==> src/common/fbs_pkg.sv <==
// Shared constants, carrier structs and state encodings for the fault blink supervisor
package fbs_pkg;

	// ****************************************************************
	// Timing
	// ****************************************************************
	localparam int CLK_PERIOD_NS = 10;
	localparam int NS_PER_MS = 1000000;
	localparam int MEAS_CYCLE_MS = 1250;
	localparam int MEAS_CLKS = MEAS_CYCLE_MS * (NS_PER_MS / CLK_PERIOD_NS);
	localparam int QUAL_CYCLES = 3;
	localparam int ERR_HYST_MS = 2500;
	localparam int SENSOR_HYST_MS = 5000;
	// Least times round up to whole measurement cycles
	localparam int ERR_HYST_CYC = (ERR_HYST_MS + MEAS_CYCLE_MS - 1) / MEAS_CYCLE_MS;
	localparam int SENSOR_HYST_CYC = (SENSOR_HYST_MS + MEAS_CYCLE_MS - 1) / MEAS_CYCLE_MS;
	localparam int BLINK_ON_MS = 250;
	localparam int BLINK_GAP_MS = 250;
	localparam int BLINK_PAUSE_MS = 1500;
	localparam int BLINK_ON_CLKS = BLINK_ON_MS * (NS_PER_MS / CLK_PERIOD_NS);
	localparam int BLINK_GAP_CLKS = BLINK_GAP_MS * (NS_PER_MS / CLK_PERIOD_NS);
	localparam int BLINK_PAUSE_CLKS = BLINK_PAUSE_MS * (NS_PER_MS / CLK_PERIOD_NS);
	localparam int TICK_W = 27;
	localparam int BLINK_W = 28;

	// ****************************************************************
	// Error vector layout: bit n-1 holds error n
	// ****************************************************************
	localparam int NUM_ERR = 8;
	localparam logic [7:0] FAST_START_MASK = 8'h02;
	localparam logic [7:0] CHG_BLOCK_MASK = 8'he9;
	localparam logic [7:0] DSG_BLOCK_MASK = 8'haa;
	localparam logic [7:0] RELAY_OPEN_MASK = 8'hab;
	localparam logic [7:0] BAL_BLOCK_MASK = 8'h10;
	localparam int ERR_OVERVOLT = 0;
	localparam int ERR_UNDERVOLT = 1;
	localparam int ERR_SPREAD = 2;
	localparam int ERR_SENSOR = 7;
	localparam logic [7:0] RESET_ERR = 8'h00;

	typedef logic [7:0] fbs_errvec_t;

	// Inputs from the measurement front end; fault and safe are sampled on each measurement tick
	typedef struct packed {
		fbs_errvec_t fault;
		fbs_errvec_t safe;
		logic current_low;
		logic bal_cfg;
	} fbs_meas_t;

	// Control outputs towards charger, load, contactor and balancer
	typedef struct packed {
		logic chg_en;
		logic dsg_en;
		logic relay_close;
		logic bal_en;
		logic bal_down;
		logic bal_equal;
		logic soc_force;
	} fbs_ctl_t;

	localparam fbs_ctl_t RESET_CTL = 7'h00;

	typedef enum logic [1:0] {
		B_IDLE,
		B_ON,
		B_GAP,
		B_PAUSE
	} fbs_blink_st_t;

endpackage : fbs_pkg

==> src/rtl/fbs_blink.sv <==
// Red indicator blink sequencer for the active error number
`timescale 1ns/1ps
module fbs_blink #(
	parameter int ON_CLKS = fbs_pkg::BLINK_ON_CLKS,
	parameter int GAP_CLKS = fbs_pkg::BLINK_GAP_CLKS,
	parameter int PAUSE_CLKS = fbs_pkg::BLINK_PAUSE_CLKS
) (
	input logic clk,
	input logic rst,
	input logic ce,
	input logic [3:0] code_in,
	output logic led
);

	typedef struct packed {
		fbs_pkg::fbs_blink_st_t st;
		logic [fbs_pkg::BLINK_W-1:0] cnt;
		logic [3:0] pulses;
		logic [3:0] code;
		logic led;
	} fbs_blink_state_t;

	fbs_blink_state_t st_q;
	fbs_blink_state_t st_d;

	localparam logic [fbs_pkg::BLINK_W-1:0] ON_LAST = fbs_pkg::BLINK_W'(ON_CLKS - 1);
	localparam logic [fbs_pkg::BLINK_W-1:0] GAP_LAST = fbs_pkg::BLINK_W'(GAP_CLKS - 1);
	localparam logic [fbs_pkg::BLINK_W-1:0] PAUSE_LAST = fbs_pkg::BLINK_W'(PAUSE_CLKS - 1);

	// ****************************************************************
	// Burst of ON pulses, then a long dark pause, repeated
	// ****************************************************************
	always_comb begin
		st_d = st_q;
		if (ce) begin
			if (code_in == 4'h0) begin
				st_d.st = fbs_pkg::B_IDLE;
				st_d.cnt = '0;
				st_d.led = 1'b0;
			end else begin
				case (st_q.st)
					fbs_pkg::B_IDLE: begin
						st_d.st = fbs_pkg::B_ON;
						st_d.code = code_in;
						st_d.pulses = 4'h1;
						st_d.cnt = '0;
						st_d.led = 1'b1;
					end
					fbs_pkg::B_ON: begin
						if (st_q.cnt == ON_LAST) begin
							st_d.cnt = '0;
							st_d.led = 1'b0;
							// Last pulse of the burst goes to the long pause
							st_d.st = (st_q.pulses == st_q.code) ? fbs_pkg::B_PAUSE : fbs_pkg::B_GAP;
						end else begin
							st_d.cnt = st_q.cnt + 1'b1;
						end
					end
					fbs_pkg::B_GAP: begin
						if (st_q.cnt == GAP_LAST) begin
							st_d.cnt = '0;
							st_d.led = 1'b1;
							st_d.pulses = st_q.pulses + 4'h1;
							st_d.st = fbs_pkg::B_ON;
						end else begin
							st_d.cnt = st_q.cnt + 1'b1;
						end
					end
					fbs_pkg::B_PAUSE: begin
						if (st_q.cnt == PAUSE_LAST) begin
							st_d.cnt = '0;
							st_d.st = fbs_pkg::B_IDLE;
						end else begin
							st_d.cnt = st_q.cnt + 1'b1;
						end
					end
					default: begin
						st_d.st = fbs_pkg::B_IDLE;
						st_d.led = 1'b0;
					end
				endcase
			end
		end
	end

	// State register
	always_ff @(posedge clk or posedge rst) begin
		if (rst) begin
			st_q <= '{st: fbs_pkg::B_IDLE, cnt: '0, pulses: 4'h0, code: 4'h0, led: 1'b0};
		end else begin
			st_q <= st_d;
		end
	end

	assign led = st_q.led;
endmodule : fbs_blink

==> src/rtl/fbs_supervisor.sv <==
// Fault qualification, output gating and error indication for the battery unit
//
// Overview of operation
// - The red indicator shows the active error as that many ON pulses and then a longer OFF gap.
// - An error sets only after its condition is seen in 3 consecutive 1.25 s measurement cycles.
// - Error 2 sets on the first measurement after power-on, else normal delay applies.
// - Error 1 sets on cell over-voltage and clears after 2.5 s error hysteresis plus cell hysteresis.
// - Error 1 blocks charging, keeps discharging, opens the relay and balances cells down.
// - Error 2 sets on cell under-voltage, clears with 2.5 s hysteresis, blocks discharge, opens relay.
// - With error 2 and low or positive current the state of charge is forced to 1 %.
// - Error 3 sets on cell spread, balances if enabled and keeps charge, discharge and relay on.
// - Error 4 sets on cell over-temperature, clears after 2.5 s, blocks everything and opens relay.
// - Error 5 sets on unit over-temperature and disables balancing only.
// - Error 6 sets on bad cell count or address, blocks everything and opens the relay.
// - Error 7 sets on low charging temperature and blocks charging only.
// - Error 8 sets on a sensor fault, clears after 5 s, blocks everything and opens the relay.
`timescale 1ns/1ps
module fbs_supervisor #(
	parameter int MEAS_CLKS = fbs_pkg::MEAS_CLKS,
	parameter int BLINK_ON_CLKS = fbs_pkg::BLINK_ON_CLKS,
	parameter int BLINK_GAP_CLKS = fbs_pkg::BLINK_GAP_CLKS,
	parameter int BLINK_PAUSE_CLKS = fbs_pkg::BLINK_PAUSE_CLKS
) (
	input logic MCLK,
	input logic RESET,
	input logic CE,
	input fbs_pkg::fbs_meas_t MEAS,
	output logic MEAS_TICK,
	output fbs_pkg::fbs_ctl_t CTRL,
	output fbs_pkg::fbs_errvec_t ERR_ACTIVE,
	output logic [3:0] ERR_CODE,
	output logic LED_RED
);

	// ****************************************************************
	// State
	// ****************************************************************
	typedef struct packed {
		logic [fbs_pkg::TICK_W-1:0] tick_cnt;
		logic first;
		logic [7:0][1:0] qual;
		logic [7:0][2:0] rel;
		fbs_pkg::fbs_errvec_t err;
		fbs_pkg::fbs_ctl_t ctl;
		logic [3:0] code;
	} fbs_sup_state_t;

	fbs_sup_state_t st_q;
	fbs_sup_state_t st_d;
	logic tick;

	localparam logic [fbs_pkg::TICK_W-1:0] TICK_LAST = fbs_pkg::TICK_W'(MEAS_CLKS - 1);
	localparam logic [1:0] QUAL_LAST = 2'(fbs_pkg::QUAL_CYCLES - 1);

	// ****************************************************************
	// Decoders
	// ****************************************************************

	// Last release count of the clearing hysteresis for one error
	function automatic logic [2:0] rel_last(input int idx);
		case (idx)
			0, 1, 3: rel_last = 3'(fbs_pkg::ERR_HYST_CYC - 1);
			7: rel_last = 3'(fbs_pkg::SENSOR_HYST_CYC - 1);
			default: rel_last = 3'h0;
		endcase
	endfunction : rel_last

	// Lowest active error number, zero when none
	function automatic logic [3:0] first_err(input fbs_pkg::fbs_errvec_t e);
		first_err = 4'h0;
		for (int k = fbs_pkg::NUM_ERR - 1; k >= 0; k--) begin
			if (e[k]) begin
				first_err = 4'(k + 1);
			end
		end
	endfunction : first_err

	// Most restrictive output combination over all active errors
	function automatic fbs_pkg::fbs_ctl_t ctl_of(input fbs_pkg::fbs_errvec_t e,
		input fbs_pkg::fbs_meas_t m);
		ctl_of.chg_en = ~|(e & fbs_pkg::CHG_BLOCK_MASK);
		ctl_of.dsg_en = ~|(e & fbs_pkg::DSG_BLOCK_MASK);
		ctl_of.relay_close = ~|(e & fbs_pkg::RELAY_OPEN_MASK);
		ctl_of.bal_en = m.bal_cfg & ~|(e & fbs_pkg::BAL_BLOCK_MASK);
		ctl_of.bal_down = e[fbs_pkg::ERR_OVERVOLT] & ~|(e & fbs_pkg::BAL_BLOCK_MASK);
		ctl_of.bal_equal = e[fbs_pkg::ERR_SPREAD] & m.bal_cfg & ~|(e & fbs_pkg::BAL_BLOCK_MASK);
		ctl_of.soc_force = e[fbs_pkg::ERR_UNDERVOLT] & m.current_low;
	endfunction : ctl_of

	// ****************************************************************
	// Measurement cycle timer
	// ****************************************************************
	assign tick = CE && (st_q.tick_cnt == TICK_LAST);

	// ****************************************************************
	// Qualification and release of each error
	// ****************************************************************
	always_comb begin
		st_d = st_q;
		if (CE) begin
			st_d.tick_cnt = tick ? '0 : st_q.tick_cnt + 1'b1;
			if (tick) begin
				st_d.first = 1'b0;
				for (int i = 0; i < fbs_pkg::NUM_ERR; i++) begin
					if (MEAS.fault[i]) begin
						st_d.rel[i] = 3'h0;
						if (!st_q.err[i]) begin
							// Power-on fast set or third consecutive sighting
							if (st_q.qual[i] == QUAL_LAST ||
								(st_q.first && fbs_pkg::FAST_START_MASK[i])) begin
								st_d.err[i] = 1'b1;
								st_d.qual[i] = 2'h0;
							end else begin
								st_d.qual[i] = st_q.qual[i] + 2'h1;
							end
						end
					end else begin
						st_d.qual[i] = 2'h0;
						if (st_q.err[i] && MEAS.safe[i]) begin
							// Clear only after the hysteresis time has run out
							if (st_q.rel[i] == rel_last(i)) begin
								st_d.err[i] = 1'b0;
								st_d.rel[i] = 3'h0;
							end else begin
								st_d.rel[i] = st_q.rel[i] + 3'h1;
							end
						end else begin
							st_d.rel[i] = 3'h0;
						end
					end
				end
			end
			st_d.ctl = ctl_of(st_d.err, MEAS);
			st_d.code = first_err(st_d.err);
		end
	end

	// State register
	always_ff @(posedge MCLK or posedge RESET) begin
		if (RESET) begin
			st_q <= '{tick_cnt: '0, first: 1'b1, qual: '0, rel: '0,
				err: fbs_pkg::RESET_ERR, ctl: fbs_pkg::RESET_CTL, code: 4'h0};
		end else begin
			st_q <= st_d;
		end
	end

	// ****************************************************************
	// Outputs
	// ****************************************************************
	assign MEAS_TICK = tick;
	assign CTRL = st_q.ctl;
	assign ERR_ACTIVE = st_q.err;
	assign ERR_CODE = st_q.code;

	// Indicator sequencer
	fbs_blink #(
		.ON_CLKS(BLINK_ON_CLKS),
		.GAP_CLKS(BLINK_GAP_CLKS),
		.PAUSE_CLKS(BLINK_PAUSE_CLKS)
	) fbs_blink_inst (
		.clk(MCLK),
		.rst(RESET),
		.ce(CE),
		.code_in(st_q.code),
		.led(LED_RED)
	);

	// Checks shared by every error bit
	for (genvar g = 0; g < fbs_pkg::NUM_ERR; g++) begin : g_err_chk

	end
endmodule : fbs_supervisor

==> config.mk <==
export PLATFORM = sky130hd
export DESIGN_NAME = fbs_supervisor
export DESIGN_NICKNAME = d
export VERILOG_FILES = /design/src/common/fbs_pkg.sv /design/src/rtl/fbs_blink.sv /design/src/rtl/fbs_supervisor.sv
export SDC_FILE = /design/constraint.sdc
export NUM_CORES = 1
export LEC_CHECK = 0
export BUFFER_PORTS_ARGS = -buffer_cell sky130_fd_sc_hd__buf_4
export CAP_MARGIN = 20
export CORE_MARGIN = 2
export CORE_UTILIZATION = 45
export CTS_BUF_LIST = sky130_fd_sc_hd__clkbuf_4 sky130_fd_sc_hd__clkbuf_8
export CTS_CLUSTER_SIZE = 14
export DETAILED_ROUTE_END_ITERATION = 8
export PLACE_DENSITY_LB_ADDON = 0.25
export SKIP_LAST_GASP = 1
export SYNTH_ARGS = -nofsm -noshare
export SYNTH_HDL_FRONTEND = slang
export SYNTH_SLANG_ARGS = --single-unit
==> constraint.sdc <==
create_clock -name MCLK -period 10.3 [get_ports MCLK]
set_input_delay 1.03 -clock MCLK [delete_from_list [all_inputs] [get_ports MCLK]]
set_output_delay 1.03 -clock MCLK [all_outputs]
set_load 0.1 [all_outputs]
After elaboration in Yosys (flattened, before gate mapping). Cells that the tools add are included.

Add/subtract/negate cells: 19. Reduce and logical (&&, ||, !) cells: 34. Multiplexer cells: 145. Equal/unequal tests: 36. Bitwise operators: 6.

Operator list (count): 3-bit 2-to-1 mux (56); 30-bit case mux with 4 select lines (1); 49-bit 2-to-1 mux (2); 28-bit 2-to-1 mux (2); 2-bit 2-to-1 mux (27); 1-bit 2-to-1 mux (44); 4-bit 2-to-1 mux (9); 30-bit 2-to-1 mux (1); 28-bit by 1-bit adder with 28-bit output, second input constant (1); 28-bit by 25-bit == test with 1-bit output, second input constant (1); 28-bit == test, second input constant (1); 27-bit by 1-bit adder with 27-bit output, second input constant (1); 27-bit == test, second input constant (1); 27-bit 2-to-1 mux (1); 3-bit AND reduction (9); 3-bit by 1-bit adder with 3-bit output, second input constant (8); 3-bit == test (8); 3-bit != test, second input constant (8); 2-bit == test, second input constant (10); 2-bit by 1-bit adder with 2-bit output, second input constant (8); 4-bit AND reduction (3); 5-bit OR reduction (2); 1-bit logical AND (9); 3-bit by 1-bit != test with 1-bit output, second input constant (3); 16 further kinds (24).

Output and inout port bits: 21. Register bits: 126. Bits of input ports: 21. Word-level logic and storage cells: 272.

Logic depth before layout (Yosys ltp). Gate-level depths: netlist of the first run.

Depth in word-level cells: 19. Depth in mapped cells: 10.

Modules after synthesis. From an unflattened synthesis of the first run, not the netlist that was laid out.

Cells, all modules: 706. Area total of the unflattened synthesis: 6807.8 um^2.

By module, submodules not included: fbs_supervisor (times used 1, area an instance 4520.6 um^2, cells an instance 451); fbs_blink (times used 1, area an instance 2287.2 um^2, cells an instance 255).

Least setup slack after synthesis of the first run. OpenSTA, ideal clock, no wires.

Kind: input-to-output. From: input CE. To: output MEAS_TICK. Setup slack: 6.901 ns. Stages on the path: 4. Buffers on the path: 0. Arrival time: 2.369 ns. Cells stage by stage: nand4_1 -> nor4_1 -> nand2_1 -> inv_1.

Cells in the longest elaborated chain, start to end: 1.

RTL lines: start, declared (RTL line fbs_supervisor.sv:26) `input logic CE,`; 1-bit logical AND (RTL line fbs_supervisor.sv:93) `assign tick = CE && (st_q.tick_cnt == TICK_LAST);`; end, declared (RTL line fbs_supervisor.sv:28) `output logic MEAS_TICK,`.

Every way passes these cells.

Worst setup path after layout of the first run. Same ends and word-level chain as after synthesis.

==> results of run 1 <==
## stage by stage
step / cells / hold slack (ps) / power (uW) / utilization [%] / setup WS (ps)
floorplan: 722 / 443 / 706 / - / 5920
global placement: 905 / 450 / 737 / 48.3 / 6060
CTS: 937 / 492 / 1170 / 51.1 / 5940
finish: 937 / 493 / 1160 / 51.1 / 5940
global route: 937 / 506 / 1220 / 51.1 / 5720
detailed placement: 905 / 472 / 745 / 48.3 / 5940
## synth_stat cells (all sizes together), types with 6 or more instances
cell / instances / share of area [%]
a21oi: 26 / 2.0
a31oi: 28 / 2.7
a41oi: 6 / 0.78
and2: 8 / 0.75
and3: 15 / 1.4
buf: 27 / 2.9
clkbuf: 18 / 1.0
dfrtp: 125 / 47
ha: 13 / 2.4
inv: 40 / 2.2
mux2: 11 / 1.8
nand2: 96 / 5.4
nand3: 26 / 1.9
nand3b: 10 / 1.1
nand4: 22 / 2.0
nand4b: 8 / 1.0
nor2: 50 / 2.8
nor2b: 9 / 0.84
nor3: 9 / 0.67
o21ai: 56 / 4.2
o31ai: 11 / 1.3
or3: 6 / 0.60
xnor2: 16 / 2.1
xor2: 13 / 1.7
## area by class of cell
class	instances	area, um^2	share of cell area [%]
timing repair buffer	44	330	4.45
clock inverter	5	52.6	0.708
multi-input combinational	510	3150	42.4
inverter	41	158	2.12
tap	184	230	3.10
clock buffer	27	347	4.67
sequential	126	3150	42.5
## sequential cells by signal (all words and copies together), names as in the netlist
signal and flops:
ERR_ACTIVE 8, CTRL 7, ERR_CODE 4, fbs_blink_inst.st_q 38
fbs_blink_inst.led 1, st_q 68
## worst reg2reg max path, stage by stage, from the launching register on
cell and delay [ps]:
dfrtp_1 420, or4b_4 550, nor4_1 550, nand2_1 700
inv_1 300, a31oi_2 230, nor4_2 390, a32o_1 210
## worst max-delay path by stage
| stage | slack, ps | to | cells past startpoint |
|---|---|---|---|
| 5_1_grt | 5720 | MEAS_TICK | 6 |
| 3_3_place_gp | 6060 | MEAS_TICK | 6 |
| 2_1_floorplan | 5920 | CTRL[0]$_DFFE_PP0P_ | 1 |
| 3_5_place_dp | 5940 | MEAS_TICK | 6 |
| 6_report | 5940 | MEAS_TICK | 6 |
| 4_1_cts | 5940 | MEAS_TICK | 6 |
## layer usage
metal  track usage [%]  wire (um)
met3              4.63        573
met2              31.9       7050
met1              24.2       6560
met4              6.21        217
met5                 0          0
## cells by family after synthesis
logic type | Yosys count | synth area share, %
AOI/OAI and AO/OA | 157 | 15.1
xor gates and xnor gates | 29 | 3.78
adders and majority gates | 13 | 2.42
buffers and inverters | 86 | 6.20
DFF | 126 | 47.0
muxes | 15 | 2.44
and+or+nand+nor | 296 | 23.1
## power by group
part	switching, uW	total (uW)	internal, uW
Clock	188	427	239
Sequential	40.2	567	527
Combinational	102	167	65.1
Total	330	1160	831
==> summary.txt, run 1 <==
Place
  – Placed Area: 7020 um^2
  – Port Buffers: 41
  – Post-DP HPWL: 9970 um
  – Final GP Congestion: 0.811

Yosys
  – Syn nets: 756
  – Mapped Cells: 722
  – EDFF count, synth: 0
  – #FFs+latches synth: 126
  – Main flop type after synthesis: dfrtp_1
  – Post-synthesis sequential area ratio: 47.0%
  – Synth async-reset ratio: 100%
  – Yosys warning total: 0
  – Syn avg cell area: 9.30 um^2
  – Mapped cell area: 6720 um^2
  – Synth cell types: 73

Timing
  – Minimum clock period: 4360 ps
  – Final Hold Viols: 0
  – F_max: 230 MHz
  – Slew at the pin with the worst max-slew slack: 960 ps
  – Final period util: 42.3%
  – Setup Total Neg Slack: 0 ps
  – Slew headroom: 36.0%
  – RSZ-0062 raised after global routing: false
  – Count of pins over their slew limit: 0
  – Endpoints failing setup: 0
  – Clk_skew: 12.0 ps

Floorplanning
  – Site Rows: 44
  – Core Area: 14500 um^2
  – I/O pin cnt: 42
  – DIE HEIGHT: 126 um
  – Initial Utilization: 46.2%
  – Full die area: 15900 um^2
  – Die X: 126 um

Setup path
  – Critical path endpoint category: output pin
  – Reg2reg start: st_q[78]$_DFFE_PP0P_
  – Buf+Inv Stages, Crit Path: 3
  – CP max stage cell: nand2_1
  – Worst r2r path cells: 7
  – Slowest stage delay, CP: 590 ps
  – R2R setup slack: 6900 ps
  – Critical path class: in -> out
  – CP required: 9270 ps
  – Crit. Startpoint: CE
  – Top delay family on crit path: simple AND/OR/NAND/NOR gates
  – Reg2reg end: ERR_CODE[3]$_DFFE_PP0P_
  – Max FO, Critical Path: 42
  – Most frequent cell on the critical path: buf_4
  – CP arrival: 3330 ps
  – Startpoint Class: input port
  – Crit-path cells: buf_4 > nand4_1 > nor4_1 > nand2_1 > inv_1 > buf_4

Routing
  – WL/cell: 15.4 um
  – Drt pass-1 iters: 4
  – Post-route ant nets: 0
  – Vias per cell: 5.68
  – WL final: 14400 um
  – Remaining DRCs: 0
  – 1st-iter DRT viols: 321
  – Vias: 5321

Cells and area
  – Fillers: 1343
  – Net count, final: 774
  – Commonest non-fill, non-tap cell in the layout: dfrtp_1
  – Fin area: 7420 um^2
  – Area grow syn2layout: 10.5%
  – Layout cells sized above 1: 14.6%
  – Antenna cells: 0
  – Most frequent cells in the layout: 125 x dfrtp_1, 96 x nand2_1, 53 x o21ai_0, 49 x nor2_1, 44 x buf_4

Clock tree
  – # H-tree levels: 4
  – Maximum clock path buffer count: 2
  – Resized Gates After CTS: 0
  – Clk pin slew, worst setup/hold paths: 70 ps
  – Clk_lat worst skew: 440 ps
  – Clock sink count: 126
  – Hold-fix buffers, CTS: 0
  – CTS tree: built
  – CTS root buffer: clkbuf_8
  – Num CTS Buffers: 17
  – Setup bufs post-CTS: 0

Global routing
  – Gr ovfl total: 0
  – Global router's overall resource usage: 19.0%
  – First-pass GRT wire length: 24800 um
  – Largest net degree at the start of global routing: 76
  – Vias in the first global route: 5292
  – Antenna violations before repair: 0

Power
  – Leak Pwr: 0.00327 uW
  – Maximum vdd drop: 87.6 uV
  – P per Cell Area: 156 nW/um^2

Worst hold path
  – Hold depth: 1
  – Hold Path Sink: st_q[53]$_DFFE_PP0P_
  – Hold path start: st_q[53]$_DFFE_PP0P_
  – Hold Path Class: reg -> reg

Run
  – Max-cap violations: 0

Outcome
  – Outcome: completed
Power figures use the tool's default switching activity.
==> run 2: changes to the inputs <==
--- a/config.mk
+++ b/config.mk
@@ -5,6 +5,7 @@
 export SDC_FILE = /design/constraint.sdc
 export NUM_CORES = 1
 export LEC_CHECK = 0
+export ABC_AREA = 1
 export BUFFER_PORTS_ARGS = -buffer_cell sky130_fd_sc_hd__buf_4
 export CAP_MARGIN = 20
 export CORE_MARGIN = 2
==> constraint.sdc (replaced) <==
create_clock -name MCLK -period 4.1 [get_ports MCLK]
set_input_delay 0.41 -clock MCLK [delete_from_list [all_inputs] [get_ports MCLK]]
set_output_delay 0.41 -clock MCLK [all_outputs]
set_load 0.1 [all_outputs]
==> summary.txt, run 2 <==
Yosys
  – Synth async-reset ratio: 100% (unchanged)
  – Yosys top cell area share: 41.0% (-5.6 points)
  – Synth area leader: dfrtp_1
  – Post-synthesis sequential area ratio: 41.3% (-5.6 points)
  – #FFs+latches synth: 126 (unchanged)
  – Cell with the most instances after synthesis: nand2_1
  – Syn avg cell area: 7.40 um^2 (-20%)
  – Mapped Cells: 1031 (+43%)
  – Mapped cell area: 7630 um^2 (+14%)
  – Syn nets: 1065 (+41%)
  – Yosys warning total: 0 (unchanged)
  – Main area contributors after synthesis: dfrtp_1 41%, nand2_1 13%, inv_1 7.3%
  – Main flop type after synthesis: dfrtp_1
  – EDFF count, synth: 0 (unchanged)
  – Most frequent cells after synthesis: 258 x nand2_1, 148 x inv_1, 125 x dfrtp_1, 82 x nand3_1, 75 x nor2_1
  – Synth cell types: 49 (-33%)

Floorplanning
  – Full die area: 18000 um^2 (+13%)
  – Die X: 134 um (+6.4%)
  – Initial Utilization: 46.0% (-0.20 points)
  – Core Area: 16600 um^2 (+14%)
  – DIE HEIGHT: 134 um (+6.4%)
  – Site Rows: 47 (+6.8%)
  – I/O pin cnt: 42 (unchanged)

Clock tree
  – Maximum clock path buffer count: 2 (unchanged)
  – CTS root buffer: clkbuf_8
  – Resized Gates After CTS: 0 (unchanged)
  – Clk pin slew, worst setup/hold paths: 80 ps (about the same)
  – Hold-fix buffers, CTS: 0 (unchanged)
  – Clk_lat worst skew: 450 ps (about the same)
  – CTS tree: built
  – Num CTS Buffers: 17 (unchanged)
  – Clock sink count: 126 (unchanged)
  – # H-tree levels: 4 (unchanged)
  – Setup bufs post-CTS: 0 (unchanged)

Setup path
  – Slowest stage delay, CP: 470 ps (-120 ps)
  – Critical path class: reg -> out
  – Startpoint Class: register
  – Crit-path cells: inv_2 > nand2_1 > nor2_1 > nand2_1 > nor2_2 > nand2_2 > inv_2 > buf_4
  – CP max stage cell: dfrtp_1
  – Reg2reg start: st_q[60]$_DFFE_PP0P_
  – R2R setup slack: 1760 ps (-5140 ps)
  – Critical path endpoint category: output pin
  – CP required: 3690 ps (-5580 ps)
  – Max FO, Critical Path: 25 (-40%)
  – Buf+Inv Stages, Crit Path: 3 (unchanged)
  – CP arrival: 2560 ps (-770 ps)
  – Reg2reg end: CTRL[2]$_DFFE_PP0P_
  – Top delay family on crit path: buffers and inverters
  – Worst r2r path cells: 13 (+6)

Global routing
  – Gr ovfl total: 0 (unchanged)
  – Global router's overall resource usage: 20.7% (+1.7 points)
  – Antenna violations before repair: 0 (unchanged)
  – Largest net degree at the start of global routing: 84 (+11%)
  – Vias in the first global route: 6171 (+17%)
  – First-pass GRT wire length: 30000 um (+21%)

Timing
  – Final Hold Viols: 0 (unchanged)
  – Setup Total Neg Slack: 0 ps (unchanged)
  – F_max: 337 MHz
  – Final period util: 72.4%
  – RSZ-0062 raised after global routing: false
  – Slew at the pin with the worst max-slew slack: 758 ps (-201 ps)
  – Slew headroom: 49.4% (+13 points)
  – Count of pins over their slew limit: 0 (unchanged)
  – Endpoints failing setup: 0 (unchanged)
  – Minimum clock period: 2970 ps
  – Clk_skew: 11.9 ps (-0.102 ps)

Routing
  – Vias: 6519 (+23%)
  – Post-route ant nets: 0 (unchanged)
  – 1st-iter DRT viols: 548 (+71%)
  – WL final: 17300 um (+20%)
  – Vias per cell: 5.07 (-11%)
  – WL/cell: 13.5 um (-12%)
  – Drt pass-1 iters: 5 (+1)
  – Remaining DRCs: 0 (unchanged)

Power
  – Internal power: 1930 uW (+130%)
  – Logic pwr share: 14.4% (about the same)
  – Clock share of power: 36.1% (-0.7 points)
  – Maximum vdd drop: 202 uV (+130%)
  – Net Sw Frac: 32.4% (+4.0 points)
  – Switching Power: 923 uW (+180%)
  – Leak Pwr: 0.00415 uW (+27%)
  – Flop pwr share: 49.5% (+0.7 points)
  – P per Cell Area: 341 nW/um^2 (+120%)

Cells and area
  – Area grow syn2layout: 9.56%
  – Commonest non-fill, non-tap cell in the layout: nand2_1
  – Multi-input gate area: 3610 um^2 (+14%)
  – Antenna cells: 0 (unchanged)
  – Max reg flops: 68 (unchanged)
  – Fillers: 1655 (+23%)
  – Layout cells sized above 1: 13.8% (-0.83 points)
  – Most frequent cells in the layout: 258 x nand2_1, 147 x inv_1, 125 x dfrtp_1, 82 x nand3_1, 75 x nor2_1
  – Largest Register: st_q
  – Sequential cell area: 3150 um^2 (unchanged)
  – Final Non-Filler Cells: 1287 (+37%)
  – Net count, final: 1088 (+41%)
  – Core Util, Final: 50.4% (-0.65 points)

Outcome
  – Outcome: completed

Place
  – Placed cells: 1255 (+39%)
  – Post-DP HPWL: 12600 um (+27%)
  – Port Buffers: 41 (unchanged)
  – Final GP Congestion: 0.859 (+6.0%)

Run
  – Max-cap violations: 0 (unchanged)

Worst hold path
  – Hold Path Class: in -> async
==> run 2: cell count changes in the layout (fill, tap and decap cells not counted), moves of 10 or more <==
cell	change
nand2_1	+162
inv_1	+108
nand3_1	+56
a31oi_1	-26
nor2_1	+26
o21ai_1	+21
and3_1	-15
inv_2	+14
nor2_2	+14
nand2_2	+13
nor3_1	+13
mux2_2	-10
==> run 2: stage by stage <==
stage / hold slack, ps / total power, uW / cell area [um^2] / worst slack [ps]
floorplan: 424 / 1730 / 7630 / 336
global placement: 432 / 1840 / 7990 / 1380
detailed placement: 434 / 1850 / 7990 / 1330
CTS: 129 / 2880 / 8360 / 1120
global route: 175 / 3000 / 8360 / 890
finish: 115 / 2850 / 8360 / 1130
==> run 2: layer usage <==
layer / vias to the layer above / GRT usage (%) / wire length, um
met2: 145 / 32.1 / 7710
met1: 3026 / 29.8 / 8620
li1: 3334 / - / -
met4: 0 / 5.26 / 200
met3: 14 / 4.23 / 803
met5: - / 0 / 0
==> run 2: final cells by class <==
cell class	count	area share, %
inverters	164	7.44
multi-input cells	701	43.1
clock inverters	15	1.65
clock buffers	17	2.80
repair buffers	44	3.95
flip-flops and latches	126	37.7
well taps	220	3.29
==> run 2: kinds of logic (layout without fill, tap and decap cells) <==
kind of cell               after synthesis  in the layout  share of synthesized area, %
AOI/OAI and AO/OA                      139            139                          10.3
xor gates and xnor gates                29             29                          3.33
adders and majority gates               13             13                          2.13
buffers and inverters                  204            240                          11.4
DFF                                    126            126                          41.3
muxes                                    1              1                         0.131
and+or+nand+nor                        519            519                          31.3
==> run 2: power groups by stage <==
stage               registers (uW)  clock network (uW)  logic, uW
floorplan                     1440                   0        291
global placement              1430                   0        410
detailed placement            1430                   0        413
CTS                           1410                1060        414
global route                  1430                1110        469
finish                        1410                1030        410
==> run 2: worst max path at each step <==
| stage | from | to | slack (ps) | cells past startpoint |
|---|---|---|---|---|
| global placement | CE | MEAS_TICK | 1380 | 8 |
| floorplan | RESET | CTRL[0]$_DFFE_PP0P_ | 340 | 1 |
| detailed placement | CE | MEAS_TICK | 1330 | 8 |
| CTS | st_q[67]$_DFFE_PP0P_ | MEAS_TICK | 1120 | 8 |
| finish | st_q[67]$_DFFE_PP0P_ | MEAS_TICK | 1130 | 8 |
| global route | st_q[60]$_DFFE_PP0P_ | MEAS_TICK | 890 | 6 |
==> run 2: worst reg2reg max path, stage by stage (launching register included) <==
cell,delay (ps)
dfrtp_1,380
ha_1,200
nand2_1,70
nor2_2,180
nand2_1,100
inv_1,60
nand2_1,50
nor2_2,510
nand3_1,200
nand2_1,200
inv_2,60
nor2_1,130
nand2_1,70
nand2_1,70
==> run 3: changes to the inputs <==
==> constraint.sdc (replaced) <==
create_clock -name MCLK -period 3.1 [get_ports MCLK]
set_input_delay 0.31 -clock MCLK [delete_from_list [all_inputs] [get_ports MCLK]]
set_output_delay 0.31 -clock MCLK [all_outputs]
set_load 0.1 [all_outputs]
==> summary.txt, run 3 (synthesis results as in run 2) <==
Outcome
  – Outcome: completed

Timing
  – Endpoints failing setup: 0 (unchanged)
  – Setup Total Neg Slack: 0 ps (unchanged)
  – Final period util: 80.3%
  – Slew at the pin with the worst max-slew slack: 576 ps (-182 ps)
  – RSZ-0062 raised after global routing: false
  – Slew headroom: 61.2% (+12 points)
  – Minimum clock period: 2490 ps
  – Hold WS: 154 ps (+39.1 ps)
  – Clk_skew: 15.1 ps (+3.21 ps)
  – F_max: 402 MHz
  – Final Hold Viols: 0 (unchanged)
  – Count of pins over their slew limit: 0 (unchanged)

Clock tree
  – Maximum clock path buffer count: 2 (unchanged)
  – Clock sink count: 126 (unchanged)
  – CTS tree: built
  – Setup bufs post-CTS: 0 (unchanged)
  – # H-tree levels: 4 (unchanged)
  – Num CTS Buffers: 17 (unchanged)
  – CTS root buffer: clkbuf_8
  – Clk_lat worst skew: 460 ps (about the same)
  – Clk pin slew, worst setup/hold paths: 90 ps (about the same)

Run
  – Max-cap violations: 0 (unchanged)

Setup path
  – Max FO, Critical Path: 15 (-40%)
  – Startpoint Class: register
  – Reg2reg end: ERR_CODE[2]$_DFFE_PP0P_
  – Critical path class: reg -> out
  – CP required: 2790 ps (-900 ps)
  – Reg2reg start: st_q[61]$_DFFE_PP0P_
  – Worst r2r path cells: 14 (+1)
  – CP arrival: 2180 ps (-380 ps)
  – R2R setup slack: 940 ps (-820 ps)
  – Critical path endpoint category: output pin

Worst hold path
  – Hold path start: MEAS[14]
  – Hold Path Sink: st_q[52]$_DFFE_PP0P_
  – Hold depth: 3
  – Hold Path Class: in -> reg

Place
  – Port Buffers: 41 (unchanged)
  – Final GP Congestion: 0.916 (+6.6%)
  – Post-DP HPWL: 13100 um (+3.8%)
  – Placed Area: 8030 um^2 (+0.52%)

Routing
  – WL/cell: 13.9 um (+2.8%)
  – WL final: 17900 um (+3.2%)
  – Vias per cell: 5.11 (+0.82%)
  – Remaining DRCs: 0 (unchanged)
  – Drt pass-1 iters: 5 (unchanged)
  – 1st-iter DRT viols: 658 (+20%)
  – Post-route ant nets: 0 (unchanged)
  – Vias: 6598 (+1.2%)

Global routing
  – Global router's overall resource usage: 20.9% (+0.18 points)
  – Antenna violations before repair: 0 (unchanged)
  – Largest net degree at the start of global routing: 80 (-4.8%)
  – Gr ovfl total: 0 (unchanged)
  – First-pass GRT wire length: 30000 um (about the same)
  – Vias in the first global route: 6136 (-0.57%)

Power
  – P per Cell Area: 471 nW/um^2 (+38%)
  – Leak Pwr: 0.00420 uW (+1.3%)
  – Power Total: 3990 uW (+40%)
  – Maximum vdd drop: 323 uV (+60%)

Cells and area
  – Multi-input gate area: 3610 um^2 (unchanged)
  – Antenna cells: 0 (unchanged)
  – Fin area: 8470 um^2 (+1.3%)
  – Sequential cell area: 3150 um^2 (unchanged)
  – Commonest non-fill, non-tap cell in the layout: nand2_1
  – Fillers: 1658 (+0.18%)
  – Layout cells sized above 1: 14.1% (+0.31 points)
  – Area grow syn2layout: 11.0%
  – Net count, final: 1093 (+0.46%)
  – Largest Register: st_q
  – Most frequent cells in the layout: 258 x nand2_1, 147 x inv_1, 125 x dfrtp_1, 82 x nand3_1, 75 x nor2_1
  – Max reg flops: 68 (unchanged)

Floorplanning
  – Initial Utilization: 46.0% (unchanged)
  – I/O pin cnt: 42 (unchanged)
  – Die X: 134 um (unchanged)
  – Core Area: 16600 um^2 (unchanged)
  – Site Rows: 47 (unchanged)
  – Full die area: 18000 um^2 (unchanged)
  – DIE HEIGHT: 134 um (unchanged)
run 3: changes by cell type in the layout (fill, tap and decap cells not counted):
cell	before	now
dlygate4sd3_1	0	1
bufinv_16	1	3
clkinv_4	4	3
buf_12	0	1
clkbuf_8	17	18
clkbuf_4	0	1
clkinv_2	4	1
buf_4	44	47
run 3: repair_timing:
action / in CTS / in global routing
hold buffers: 1 / 0
endpoints found under the hold margin: 13 / 0
resized for setup: 0 / 0
run 3: worst max-delay path by stage:
stage / to / slack [ps] / startpoint / depth (start not counted)
6_report: MEAS_TICK / 610 / st_q[67]$_DFFE_PP0P_ / 8
2_1_floorplan: CTRL[0]$_DFFE_PP0P_ / 1240 / RESET / 1
4_1_cts: MEAS_TICK / 590 / st_q[67]$_DFFE_PP0P_ / 8
3_3_place_gp: ERR_CODE[2]$_DFFE_PP0P_ / 1010 / st_q[60]$_DFFE_PP0P_ / 14
5_1_grt: MEAS_TICK / 450 / st_q[67]$_DFFE_PP0P_ / 8
3_5_place_dp: ERR_CODE[2]$_DFFE_PP0P_ / 950 / st_q[60]$_DFFE_PP0P_ / 14
run 3: power breakdown:
| group | leakage [uW] | internal, uW | switching [uW] |
|---|---|---|---|
| combinational | 0.00244 | 176 | 382 |
| clock | 0.000212 | 841 | 720 |
| sequential | 0.00155 | 1740 | 126 |
run 3: area by class of cell:
cell class                 instances  share of cell area (%)
clock buffer                      19                    3.01
clock inverter                    13                    2.07
inverter                         164                    7.33
multi-input combinational        701                    42.6
sequential                       126                    37.2
tap                              220                    3.25
timing repair buffer              49                    4.52
run 3: worst max-delay path: stages (launching register included):
cell     delay (ps)
dfrtp_1         480
inv_2           100
nand2_1          50
nor2_1          170
nand2_1          90
nor2_2          150
nand2_2          70
inv_2           270
buf_4           360
run 3: stage by stage:
| stage | cells | worst slack (ps) | utilization (%) |
|---|---|---|---|
| 6_report | 1292 | 610 | 51.1 |
| 2_1_floorplan | 1031 | 1240 | - |
| 5_1_grt | 1292 | 449 | 51.1 |
| 3_5_place_dp | 1259 | 946 | 48.4 |
| 3_3_place_gp | 1259 | 1010 | 48.4 |
| 4_1_cts | 1292 | 589 | 51.1 |
run 3: metal layers:
metal	global-route usage [%]	share of wire (%)
met1	29.6	48
met2	32.1	45
met3	5.18	6.2
met4	5.56	1.3
met5	0	0
